--- src/common/cfo_defs.svh ---
/*
 Constants of the flag and operand logic: flag bit positions, operand widths, reset values.
 Assumes inclusion by bare name from the design files.
*/
`ifndef CFO_DEFS_SVH
`define CFO_DEFS_SVH

`define CFO_FLAG_V 4
`define CFO_FLAG_S 5
`define CFO_FLAG_Z 6
`define CFO_FLAG_C 7
`define CFO_FLAGS_RST 8'h00
`define CFO_FLAGS_ADDR 8'hd5
`define CFO_WR_BASE_HI 4'hc
`define CFO_MEM_AW 13
`define CFO_OP_COUNT 41

`endif

--- src/common/cfo_pkg.sv ---
/*
 Types of the flag and operand logic: operation codes and addressing modes.
 Assumes the defs header for numeric constants.
*/
`default_nettype none
package cfo_pkg;

	// Operation selected by the decoder outside this block
	typedef enum logic [4:0] {
		CFO_NOP = 5'h00,
		CFO_ADD = 5'h01,
		CFO_ADC = 5'h02,
		CFO_SUB = 5'h03,
		CFO_SBC = 5'h04,
		CFO_CP = 5'h05,
		CFO_INC = 5'h06,
		CFO_DEC = 5'h07,
		CFO_AND = 5'h08,
		CFO_OR = 5'h09,
		CFO_XOR = 5'h0a,
		CFO_COM = 5'h0b,
		CFO_TM = 5'h0c,
		CFO_TCM = 5'h0d,
		CFO_RL = 5'h0e,
		CFO_RLC = 5'h0f,
		CFO_RR = 5'h10,
		CFO_RRC = 5'h11,
		CFO_SRA = 5'h12,
		CFO_LOAD = 5'h13,
		CFO_CARRY_SET = 5'h14,
		CFO_CARRY_CLR = 5'h15,
		CFO_CARRY_INV = 5'h16,
		CFO_ISR_RET = 5'h17
	} cfo_op_t;

	// Operand addressing modes
	typedef enum logic [2:0] {
		CFO_AM_REG = 3'h0,
		CFO_AM_IND = 3'h1,
		CFO_AM_IDX = 3'h2,
		CFO_AM_DIR = 3'h3,
		CFO_AM_REL = 3'h4,
		CFO_AM_IMM = 3'h5
	} cfo_amode_t;

endpackage
`default_nettype wire

--- src/rtl/cfo_addr_gen.sv ---
/*
 Operand address generator: register, indirect, indexed, direct, relative, immediate.
 Assumes register read data for indirect and indexed modes is supplied combinationally.
*/
`timescale 1ns/1ps
`default_nettype none
`include "cfo_defs.svh"

module cfo_addr_gen
	import cfo_pkg::*;
(
	// Mode and fields
	input wire cfo_amode_t amode,
	input wire logic short_sel,
	input wire logic [3:0] wreg,
	input wire logic [7:0] field,
	input wire logic [12:0] long_field,
	input wire logic pair_sel,
	// Register data and program counter
	input wire logic [7:0] reg_data,
	input wire logic [7:0] pair_hi,
	input wire logic [7:0] pair_lo,
	input wire logic [12:0] pc_next,
	// Results
	output logic [7:0] reg_addr,
	output logic [12:0] mem_addr,
	output logic mem_valid,
	output logic [7:0] imm_data,
	output logic imm_valid
);

	wire logic [7:0] base_reg;
	wire logic [12:0] pair_addr;
	wire logic [12:0] rel_addr;
	wire logic [12:0] idx_addr;

	// 4-bit working register maps into the working block of the 8-bit space
	assign base_reg = short_sel ? {`CFO_WR_BASE_HI, wreg} : field;
	assign pair_addr = {pair_hi[4:0], pair_lo};
	assign rel_addr = pc_next + {{5{field[7]}}, field};
	assign idx_addr = pair_addr + long_field;

	// Mode decode
	assign reg_addr = (amode == CFO_AM_IND) ? reg_data :
		(amode == CFO_AM_IDX && !pair_sel) ? 8'(field + reg_data) : base_reg;
	assign mem_addr = (amode == CFO_AM_DIR) ? long_field :
		(amode == CFO_AM_REL) ? rel_addr :
		(amode == CFO_AM_IDX) ? idx_addr : pair_addr;
	assign mem_valid = (amode == CFO_AM_DIR) || (amode == CFO_AM_REL) ||
		(amode == CFO_AM_IDX && pair_sel) || (amode == CFO_AM_IND && pair_sel);
	assign imm_data = field;
	assign imm_valid = (amode == CFO_AM_IMM);

endmodule
`default_nettype wire

--- src/rtl/cfo_flags_alu.sv ---
/*
 Flag and operand datapath of the 8-bit core: ALU, flags register, global interrupt enable.
 Assumes an instruction decoder issuing one-cycle op_valid strobes with operands.
*/
`timescale 1ns/1ps
`default_nettype none
`include "cfo_defs.svh"

module cfo_flags_alu
	import cfo_pkg::*;
(
	// Clock and reset
	input wire logic clk_sys,
	input wire logic resetn,
	// Operation request
	input wire logic op_valid,
	input wire cfo_op_t op,
	input wire logic [7:0] dst_val,
	input wire logic [7:0] src_val,
	// Operand addressing
	input wire cfo_amode_t amode,
	input wire logic short_sel,
	input wire logic [3:0] wreg,
	input wire logic [7:0] field,
	input wire logic [12:0] long_field,
	input wire logic pair_sel,
	input wire logic [7:0] reg_data,
	input wire logic [7:0] pair_hi,
	input wire logic [7:0] pair_lo,
	input wire logic [12:0] pc_next,
	// Direct flags write and stacked flags
	input wire logic flags_wr,
	input wire logic [7:0] flags_wdata,
	input wire logic [7:0] stacked_flags,
	// Interrupt enable control
	input wire logic irq_enable_op,
	input wire logic irq_disable_op,
	// Results
	output logic [7:0] result_r,
	output logic result_we_r,
	output logic [7:0] flags_r,
	output logic [3:0] cond_flags_r,
	output logic global_irq_enable_bit_r,
	output logic [7:0] reg_addr_r,
	output logic [12:0] mem_addr_r,
	output logic mem_valid_r,
	output logic [7:0] imm_r,
	output logic imm_valid_r
);

	wire logic [7:0] ag_reg;
	wire logic [12:0] ag_mem;
	wire logic ag_mem_v;
	wire logic [7:0] ag_imm;
	wire logic ag_imm_v;

	cfo_addr_gen u_addr (
		.amode(amode),
		.short_sel(short_sel),
		.wreg(wreg),
		.field(field),
		.long_field(long_field),
		.pair_sel(pair_sel),
		.reg_data(reg_data),
		.pair_hi(pair_hi),
		.pair_lo(pair_lo),
		.pc_next(pc_next),
		.reg_addr(ag_reg),
		.mem_addr(ag_mem),
		.mem_valid(ag_mem_v),
		.imm_data(ag_imm),
		.imm_valid(ag_imm_v)
	);

	// ----------------------------------------
	// Operation decode
	// ----------------------------------------
	// Control ops of the instruction set that touch only flags or enable
	wire logic op_isr_ret = op_valid && (op == CFO_ISR_RET);
	wire logic op_c_set = op_valid && (op == CFO_CARRY_SET);
	wire logic op_c_clr = op_valid && (op == CFO_CARRY_CLR);
	wire logic op_c_inv = op_valid && (op == CFO_CARRY_INV);
	wire logic op_carry = op_c_set || op_c_clr || op_c_inv;
	// Ops that produce no destination value
	wire logic op_no_dst = (op == CFO_NOP) || (op == CFO_CP) || (op == CFO_TM) ||
		(op == CFO_TCM) || (op == CFO_CARRY_SET) || (op == CFO_CARRY_CLR) ||
		(op == CFO_CARRY_INV) || (op == CFO_ISR_RET);
	// Carry value chosen by the dedicated carry ops
	wire logic carry_op_val = op_c_set ? 1'b1 : op_c_clr ? 1'b0 : ~flags_r[`CFO_FLAG_C];

	// ----------------------------------------
	// Arithmetic
	// ----------------------------------------
	function automatic logic [9:0] add8(input logic [7:0] a, input logic [7:0] b,
		input logic cin);
		logic [8:0] s;
		logic v;
		s = {1'b0, a} + {1'b0, b} + {8'h00, cin};
		v = (a[7] == b[7]) && (s[7] != a[7]);
		add8 = {v, s};
	endfunction

	wire logic cy = flags_r[`CFO_FLAG_C];
	wire logic is_sub = (op == CFO_SUB) || (op == CFO_SBC) || (op == CFO_CP) ||
		(op == CFO_DEC);
	wire logic [7:0] b_in = (op == CFO_INC || op == CFO_DEC) ? 8'h01 : src_val;
	wire logic sub_cin = (op == CFO_SBC) ? ~cy : 1'b1;
	wire logic add_cin = (op == CFO_ADC) ? cy : 1'b0;
	wire logic [9:0] sum = add8(dst_val, is_sub ? ~b_in : b_in, is_sub ? sub_cin : add_cin);
	wire logic arith_c = is_sub ? ~sum[8] : sum[8]; // Borrow is inverted carry

	// ----------------------------------------
	// Result select
	// ----------------------------------------
	// Instruction groups that move the flags
	wire logic is_arith = (op == CFO_ADD) || (op == CFO_ADC) || is_sub || (op == CFO_INC);
	wire logic is_logic = (op == CFO_AND) || (op == CFO_OR) || (op == CFO_XOR) ||
		(op == CFO_COM) || (op == CFO_TM) || (op == CFO_TCM);
	wire logic is_shift = (op == CFO_RL) || (op == CFO_RLC) || (op == CFO_RR) ||
		(op == CFO_RRC) || (op == CFO_SRA);
	wire logic [7:0] res =
		is_arith ? sum[7:0] :
		(op == CFO_AND || op == CFO_TM) ? (dst_val & src_val) :
		(op == CFO_TCM) ? (~dst_val & src_val) :
		(op == CFO_OR) ? (dst_val | src_val) :
		(op == CFO_XOR) ? (dst_val ^ src_val) :
		(op == CFO_COM) ? ~dst_val :
		(op == CFO_RL) ? {dst_val[6:0], dst_val[7]} :
		(op == CFO_RLC) ? {dst_val[6:0], cy} :
		(op == CFO_RR) ? {dst_val[0], dst_val[7:1]} :
		(op == CFO_RRC) ? {cy, dst_val[7:1]} :
		(op == CFO_SRA) ? {dst_val[7], dst_val[7:1]} : src_val;
	wire logic shift_c = (op == CFO_RL || op == CFO_RLC) ? dst_val[7] : dst_val[0];
	wire logic writes = op_valid && !op_no_dst;

	// ----------------------------------------
	// Flag update
	// ----------------------------------------
	wire logic upd = op_valid && (is_arith || is_logic || is_shift);
	wire logic new_c = is_arith ? arith_c : is_shift ? shift_c : cy;
	wire logic new_z = (res == 8'h00);
	wire logic new_s = res[7];
	// Shifts flag overflow when the sign bit changes
	wire logic new_v = is_arith ? sum[9] : is_logic ? 1'b0 :
		(res[7] ^ dst_val[7]);
	// Low nibble untouched by flag-affecting ops
	wire logic [7:0] upd_flags = {new_c, new_z, new_s, new_v, flags_r[3:0]};
	// A software write loses to an op that moves the flags in the same cycle
	wire logic [7:0] flags_nxt =
		op_isr_ret ? stacked_flags :
		upd ? upd_flags :
		op_carry ? {carry_op_val, flags_r[6:0]} :
		flags_wr ? flags_wdata : flags_r; // Register-space write
	// Enable wins over disable when both strobe
	wire logic gie_nxt = op_isr_ret ? 1'b1 :
		irq_enable_op ? 1'b1 : irq_disable_op ? 1'b0 : global_irq_enable_bit_r;

	// ----------------------------------------
	// Registers
	// ----------------------------------------
	always_ff @(posedge clk_sys) begin
		if (!resetn) begin
			flags_r <= `CFO_FLAGS_RST;
			cond_flags_r <= 4'h0;
			global_irq_enable_bit_r <= 1'b0;
		end else begin
			flags_r <= flags_nxt;
			cond_flags_r <= flags_nxt[7:4];
			global_irq_enable_bit_r <= gie_nxt;
		end
	end

	// Result stands for one cycle beside its write strobe
	always_ff @(posedge clk_sys) begin
		if (!resetn) begin
			result_r <= 8'h00;
			result_we_r <= 1'b0;
		end else begin
			result_r <= res;
			result_we_r <= writes;
		end
	end

	// ----------------------------------------
	// Operand address outputs
	// ----------------------------------------
	// Registered every cycle so the addresses line up with the op they serve
	always_ff @(posedge clk_sys) begin
		if (!resetn) begin
			reg_addr_r <= 8'h00;
			mem_addr_r <= 13'h0000;
			mem_valid_r <= 1'b0;
			imm_r <= 8'h00;
			imm_valid_r <= 1'b0;
		end else begin
			reg_addr_r <= ag_reg;
			mem_addr_r <= ag_mem;
			mem_valid_r <= ag_mem_v;
			imm_r <= ag_imm;
			imm_valid_r <= ag_imm_v;
		end
	end

endmodule
`default_nettype wire

--- config.mk ---
export PLATFORM = sky130hd
export DESIGN_NAME = cfo_flags_alu
export DESIGN_NICKNAME = d
export VERILOG_FILES = /design/src/common/cfo_pkg.sv /design/src/rtl/cfo_addr_gen.sv /design/src/rtl/cfo_flags_alu.sv
export VERILOG_INCLUDE_DIRS = /design/src /design/src/common
export SDC_FILE = /design/constraint.sdc
export NUM_CORES = 1
export LEC_CHECK = 0
export ABC_AREA = 0
export BUFFER_PORTS_ARGS = -buffer_cell sky130_fd_sc_hd__clkbuf_2
export CAP_MARGIN = 15
export CORE_ASPECT_RATIO = 0.8
export CORE_MARGIN = 8
export CORE_UTILIZATION = 53
export CTS_CLUSTER_SIZE = 14
export DETAILED_ROUTE_END_ITERATION = 10
export GPL_TIMING_DRIVEN = 0
export PLACE_DENSITY = 0.88
export SETUP_SLACK_MARGIN = 0.05
export SLEW_MARGIN = 15
export SYNTH_ARGS = -nofsm -noshare
export SYNTH_HDL_FRONTEND = slang
export SYNTH_SLANG_ARGS = --single-unit
--- constraint.sdc ---
create_clock -name clk_sys -period 5.7 [get_ports clk_sys]
set_input_delay 0.57 -clock clk_sys [delete_from_list [all_inputs] [get_ports clk_sys]]
set_output_delay 0.57 -clock clk_sys [all_outputs]
set_load 0.05 [all_outputs]
==> metrics.md <==
| Metric | Value |
|---|---|
| Final Skew | roughly 1.1 ps |
| Detail-routed net length per standard cell | 17.85 um |
| Met3 wire len | 1737 um |
| Wire length on met2 | 7638 um |
| Final worst slack | a little under 1000 ps |
| R2R Path Start | flags_r[7] |
| Period minus WS final | ~4700 ps |
| Setup Crit Path Kind | in -> reg |
| Hold buffer count at CTS | 0 |
| Fraction of the cycle the final worst path needs | 0.8264 |
| Routed metal-1 wirelength | 8016 um |
| FF+latch area | 980.9 um2 |
| Largest vdd supply drop | approximately 0.00013 V |
| Critical path buffers and inverters | 4 |
| Dominant cell type by area after synthesis | sky130_fd_sc_hd__dfxtp_1 |
| Share of the yosys chip area belonging to registers | 0.1833 |
| Yosys top cell area share | 0.1833 |
| Count of flip-flops with a built-in enable after synthesis | 0 |
| DPL Wire Length | 14240 um |
| Data required time at the worst endpoint | between 5000 and 6000 ps |
| Overall fraction of global-route tracks in use | 0.2533 |
| Clock transition at the register clock pins on the worst setup and hold paths after CTS | approximately 70 ps |
| Total power consumption of the routed design | 1.298 mW |
| Starting utilization of the core area | 0.5499 |
| Achievable frequency | between 200 and 250 MHz |
| Slew of the pin with the lowest slew margin | around 1100 ps |
| Distinct cell type count of the synthesized netlist | 80 |
| Critical Path Start Type | input pin |
| Weighted congestion reported at the end of routability-driven placement | about 0.97 |
| Warnings, synthesis | 0 |
| Critical Path Stages | 17 |
| Cells along the critical path | clkbuf_2 > buf_4 > buf_2 > buf_2 > nand3_1 > nand2_1 > xnor2_1 > fa_1 > fa_1 > nor2b_1 > o21ai_1 > nand2b_1 > xnor2_1 > o2111ai_1 > or3_1 > or4_1 > o21ai_1 |
| Worst setup EP type | flop |
| Slew headroom | 0.2816 |
| Number of buffers created by CTS | 5 |
| Static leakage | roughly 3 nW |
| Chip Width | around 130 um |
| Unrepaired setup endpoints after global routing | false |
| Layout cells sized above 1 | 0.2324 |
| Count of vias placed by the detailed router | 5809 |
| Die outline area | 13590 um2 |
| Initial antenna violation count | 0 |
| Total wire length after detailed routing | between 15000 and 20000 um |
| Uppermost metal layer occupied by signal nets | met4 |
| Maximum capacitance violations | 0 |
| Number of DRC violations after detailed routing | 0 |
| Area growth from synthesis to final layout | 20.53% |
| Via-per-instance ratio | between 5 and 6 |
| Synthesized cell area | approximately 5400 um2 |
| Worst hold stages | 2 |
| Async SR Flop Fraction | 0 |
| Hold/Removal Path Class | in -> reg |
| Critical path's slowest cell | sky130_fd_sc_hd__or4_1 |
| Post-cts sizing count | 0 |
| CTS max path bufs | 2 |
| Vertical die dimension | ~110 um |
| Placement Setup Slack | 796.3 ps |
| CTS tree | yes |
| Total number of placement rows | 32 |
| Number of max-slew violations in the final report | 0 |
| DRC marker count from the first detailed-route iteration | between 500 and 600 |
| Clock network latency to the later pin of the worst-skew pair | 290 ps |
| Post-Synthesis Mean Instance Area | ~7.8 um2 |
| GR Overflow Total | 0 |
| Synth Net Count | between 800 and 900 |
| Post-CTS setup-driven buffer insertion count | 0 |
| Total of fill cells in the finished design | 871 |
| Synth Register Bits | slightly below 50 |
| Maximum level of the CTS H-tree | 2 |
| Register-to-Register Path Depth | 12 |
| Post-layout net count | 1029 |
| Dominant cells by area after synthesis | sky130_fd_sc_hd__dfxtp_1 (18%), sky130_fd_sc_hd__ha_1 (15%), sky130_fd_sc_hd__a21oi_1 (5.7%), sky130_fd_sc_hd__xnor2_1 (5.2%), sky130_fd_sc_hd__nand2_1 (4.6%) |
| Clk sink count | about 50 |
| Critical path fanouts, max | 10 |
| First-pass GRT wire length | 28300 um |
| Crit. Startpoint | op[2] |
| Dominant delay contributor by cell family on the critical path | simple AND/OR/NAND/NOR gates |
| Via count of the first global-routing pass | 5611 |
| Longest individual stage delay on the worst path | 520 ps |
| Most used DFF post-synth | sky130_fd_sc_hd__dfxtp_1 |
| Hold slack final | approximately 500 ps |
| Power per cell area | around 200 nW/um2 |
| Area taken by multi-input logic gates | ~4000 um2 |
| Count of boundary I/O pins | 163 |
| Count of endpoints failing setup in the final report | 0 |
| Antenna diode instance count | 0 |
| Final setup TNS | 0 ps |
| First-pass detailed-route iteration total | 5 |
| Maximum number of pins on one net before global-route repair | 18 |
| Final Hold Violating Endpoints | 0 |
| Antenna-violating nets left | 0 |
| Run status | complete, no violations |
| Core area | 9729 um2 |
| Cell chosen for the clock root | sky130_fd_sc_hd__clkbuf_16 |
| Arrival time of the worst setup path | 4940 ps |
| Post-synthesis cell count | between 600 and 700 |
| Buffers added on ports | about 150 |
| Hold wc startpoint | irq_enable_op |
[layout by cell type, fill, tap and decap left out, types with 8 or more instances in the layout]
master / synthesis / layout
sky130_fd_sc_hd__nor2_1: 39 / 39
sky130_fd_sc_hd__a21oi_1: 61 / 61
sky130_fd_sc_hd__xnor2_1: 32 / 32
sky130_fd_sc_hd__nand2_1: 66 / 66
sky130_fd_sc_hd__xor2_1: 8 / 8
sky130_fd_sc_hd__a21boi_0: 10 / 10
sky130_fd_sc_hd__a211oi_1: 11 / 11
sky130_fd_sc_hd__o21a_1: 9 / 9
sky130_fd_sc_hd__o211ai_1: 13 / 13
sky130_fd_sc_hd__buf_4: 8 / 8
sky130_fd_sc_hd__nor2b_1: 9 / 9
sky130_fd_sc_hd__clkbuf_1: 19 / 19
sky130_fd_sc_hd__inv_1: 36 / 36
sky130_fd_sc_hd__o221ai_1: 12 / 12
sky130_fd_sc_hd__ha_1: 63 / 63
sky130_fd_sc_hd__nand3_1: 15 / 15
sky130_fd_sc_hd__and2_1: 16 / 16
sky130_fd_sc_hd__dfxtp_1: 49 / 49
sky130_fd_sc_hd__clkbuf_2: 0 / 154
sky130_fd_sc_hd__buf_2: 9 / 9
sky130_fd_sc_hd__nand2b_1: 13 / 13
sky130_fd_sc_hd__o21ai_0: 39 / 39
sky130_fd_sc_hd__nor3_1: 18 / 18
[per-layer routing]
| metal | vias up | track usage |
|---|---|---|
| met5 | - | 0 |
| met4 | 0 | 0.05419 |
| met3 | 16 | 0.05690 |
| met2 | 291 | 0.3990 |
| met1 | 2662 | 0.3440 |
| li1 | 2840 | - |
[state kept, by name, indices dropped and copies added (netlist names)]
| name | count |
|---|---|
| result_we_r | 1 |
| imm_valid_r | 1 |
| flags_r | 8 |
| mem_valid_r | 1 |
| imm_r | 8 |
| global_irq_enable_bit_r | 1 |
| mem_addr_r | 13 |
| reg_addr_r | 8 |
| result_r | 8 |
[cell families after synthesis]
| logic type | synth area share |
|---|---|
| AOI/OAI and AO/OA | 0.3073 |
| and+or+nand+nor | 0.1990 |
| buffers and inverters | 0.06946 |
| adders and majority gates | 0.1660 |
| DFF | 0.1833 |
| xor gates and xnor gates | 0.06548 |
| muxes | 0.009355 |
[synth_stat cells (7+ instances only)]
cell type and count:
sky130_fd_sc_hd__o221ai_1 12, sky130_fd_sc_hd__ha_1 63, sky130_fd_sc_hd__xnor2_1 32, sky130_fd_sc_hd__o22ai_1 7, sky130_fd_sc_hd__xor2_1 8, sky130_fd_sc_hd__o211ai_1 13, sky130_fd_sc_hd__o21ai_0 39, sky130_fd_sc_hd__buf_4 8
sky130_fd_sc_hd__dfxtp_1 49, sky130_fd_sc_hd__inv_1 36, sky130_fd_sc_hd__nand2_1 66, sky130_fd_sc_hd__and2_1 16, sky130_fd_sc_hd__nor3_1 18, sky130_fd_sc_hd__a21oi_1 61, sky130_fd_sc_hd__a211oi_1 11, sky130_fd_sc_hd__clkbuf_1 19
sky130_fd_sc_hd__nor2_1 39, sky130_fd_sc_hd__nand3_1 15, sky130_fd_sc_hd__o21a_1 9, sky130_fd_sc_hd__nor2b_1 9, sky130_fd_sc_hd__a21boi_0 10, sky130_fd_sc_hd__nand2b_1 13, sky130_fd_sc_hd__buf_2 9
[where the power goes]
group | internal, mW | switching [mW] | leakage (nW)
Sequential | 0.370 | 0.0109 | 0.407
Clock | 0.166 | 0.153 | 0.0680
Combinational | 0.218 | 0.380 | 2.52
[per-stage QoR]
step                      cells  utilization  cell area, um2
after floorplan             690            -            5350
after global routing        988       0.6628            6449
after global placement      980       0.6466            6291
after CTS                   988       0.6628            6449
after detailed placement    980       0.6472            6297
final                       988       0.6628            6449
[worst register-to-register path: stages (launching register included)]
cell and delay, ps:
sky130_fd_sc_hd__dfxtp_1 450, sky130_fd_sc_hd__mux2i_1 250, sky130_fd_sc_hd__o211ai_1 120, sky130_fd_sc_hd__fa_1 460, sky130_fd_sc_hd__fa_1 450, sky130_fd_sc_hd__nor2b_1 210, sky130_fd_sc_hd__o21ai_1 80, sky130_fd_sc_hd__nand2b_1 90
sky130_fd_sc_hd__xnor2_1 120, sky130_fd_sc_hd__o2111ai_1 220, sky130_fd_sc_hd__or3_1 420, sky130_fd_sc_hd__or4_1 520, sky130_fd_sc_hd__o21ai_1 130
[layout make-up]
cell class | count | share of cell area
sequential | 49 | 0.1521
timing repair buffer | 154 | 0.1195
multi-input combinational | 562 | 0.6209
buffer | 42 | 0.03609
tap | 136 | 0.02639
clock inverter | 3 | 0.004075
clock buffer | 5 | 0.01940
inverter | 37 | 0.02154
[path summary, 6_finish.rpt]
path / slack [ps] / end
worst max-delay path: 990 / flags_r[6]
worst min-delay path: 500 / global_irq_enable_bit_r
worst min register to register: 600 / global_irq_enable_bit_r
worst max register to register: 2110 / flags_r[6]
Power figures use the tool's default switching activity.
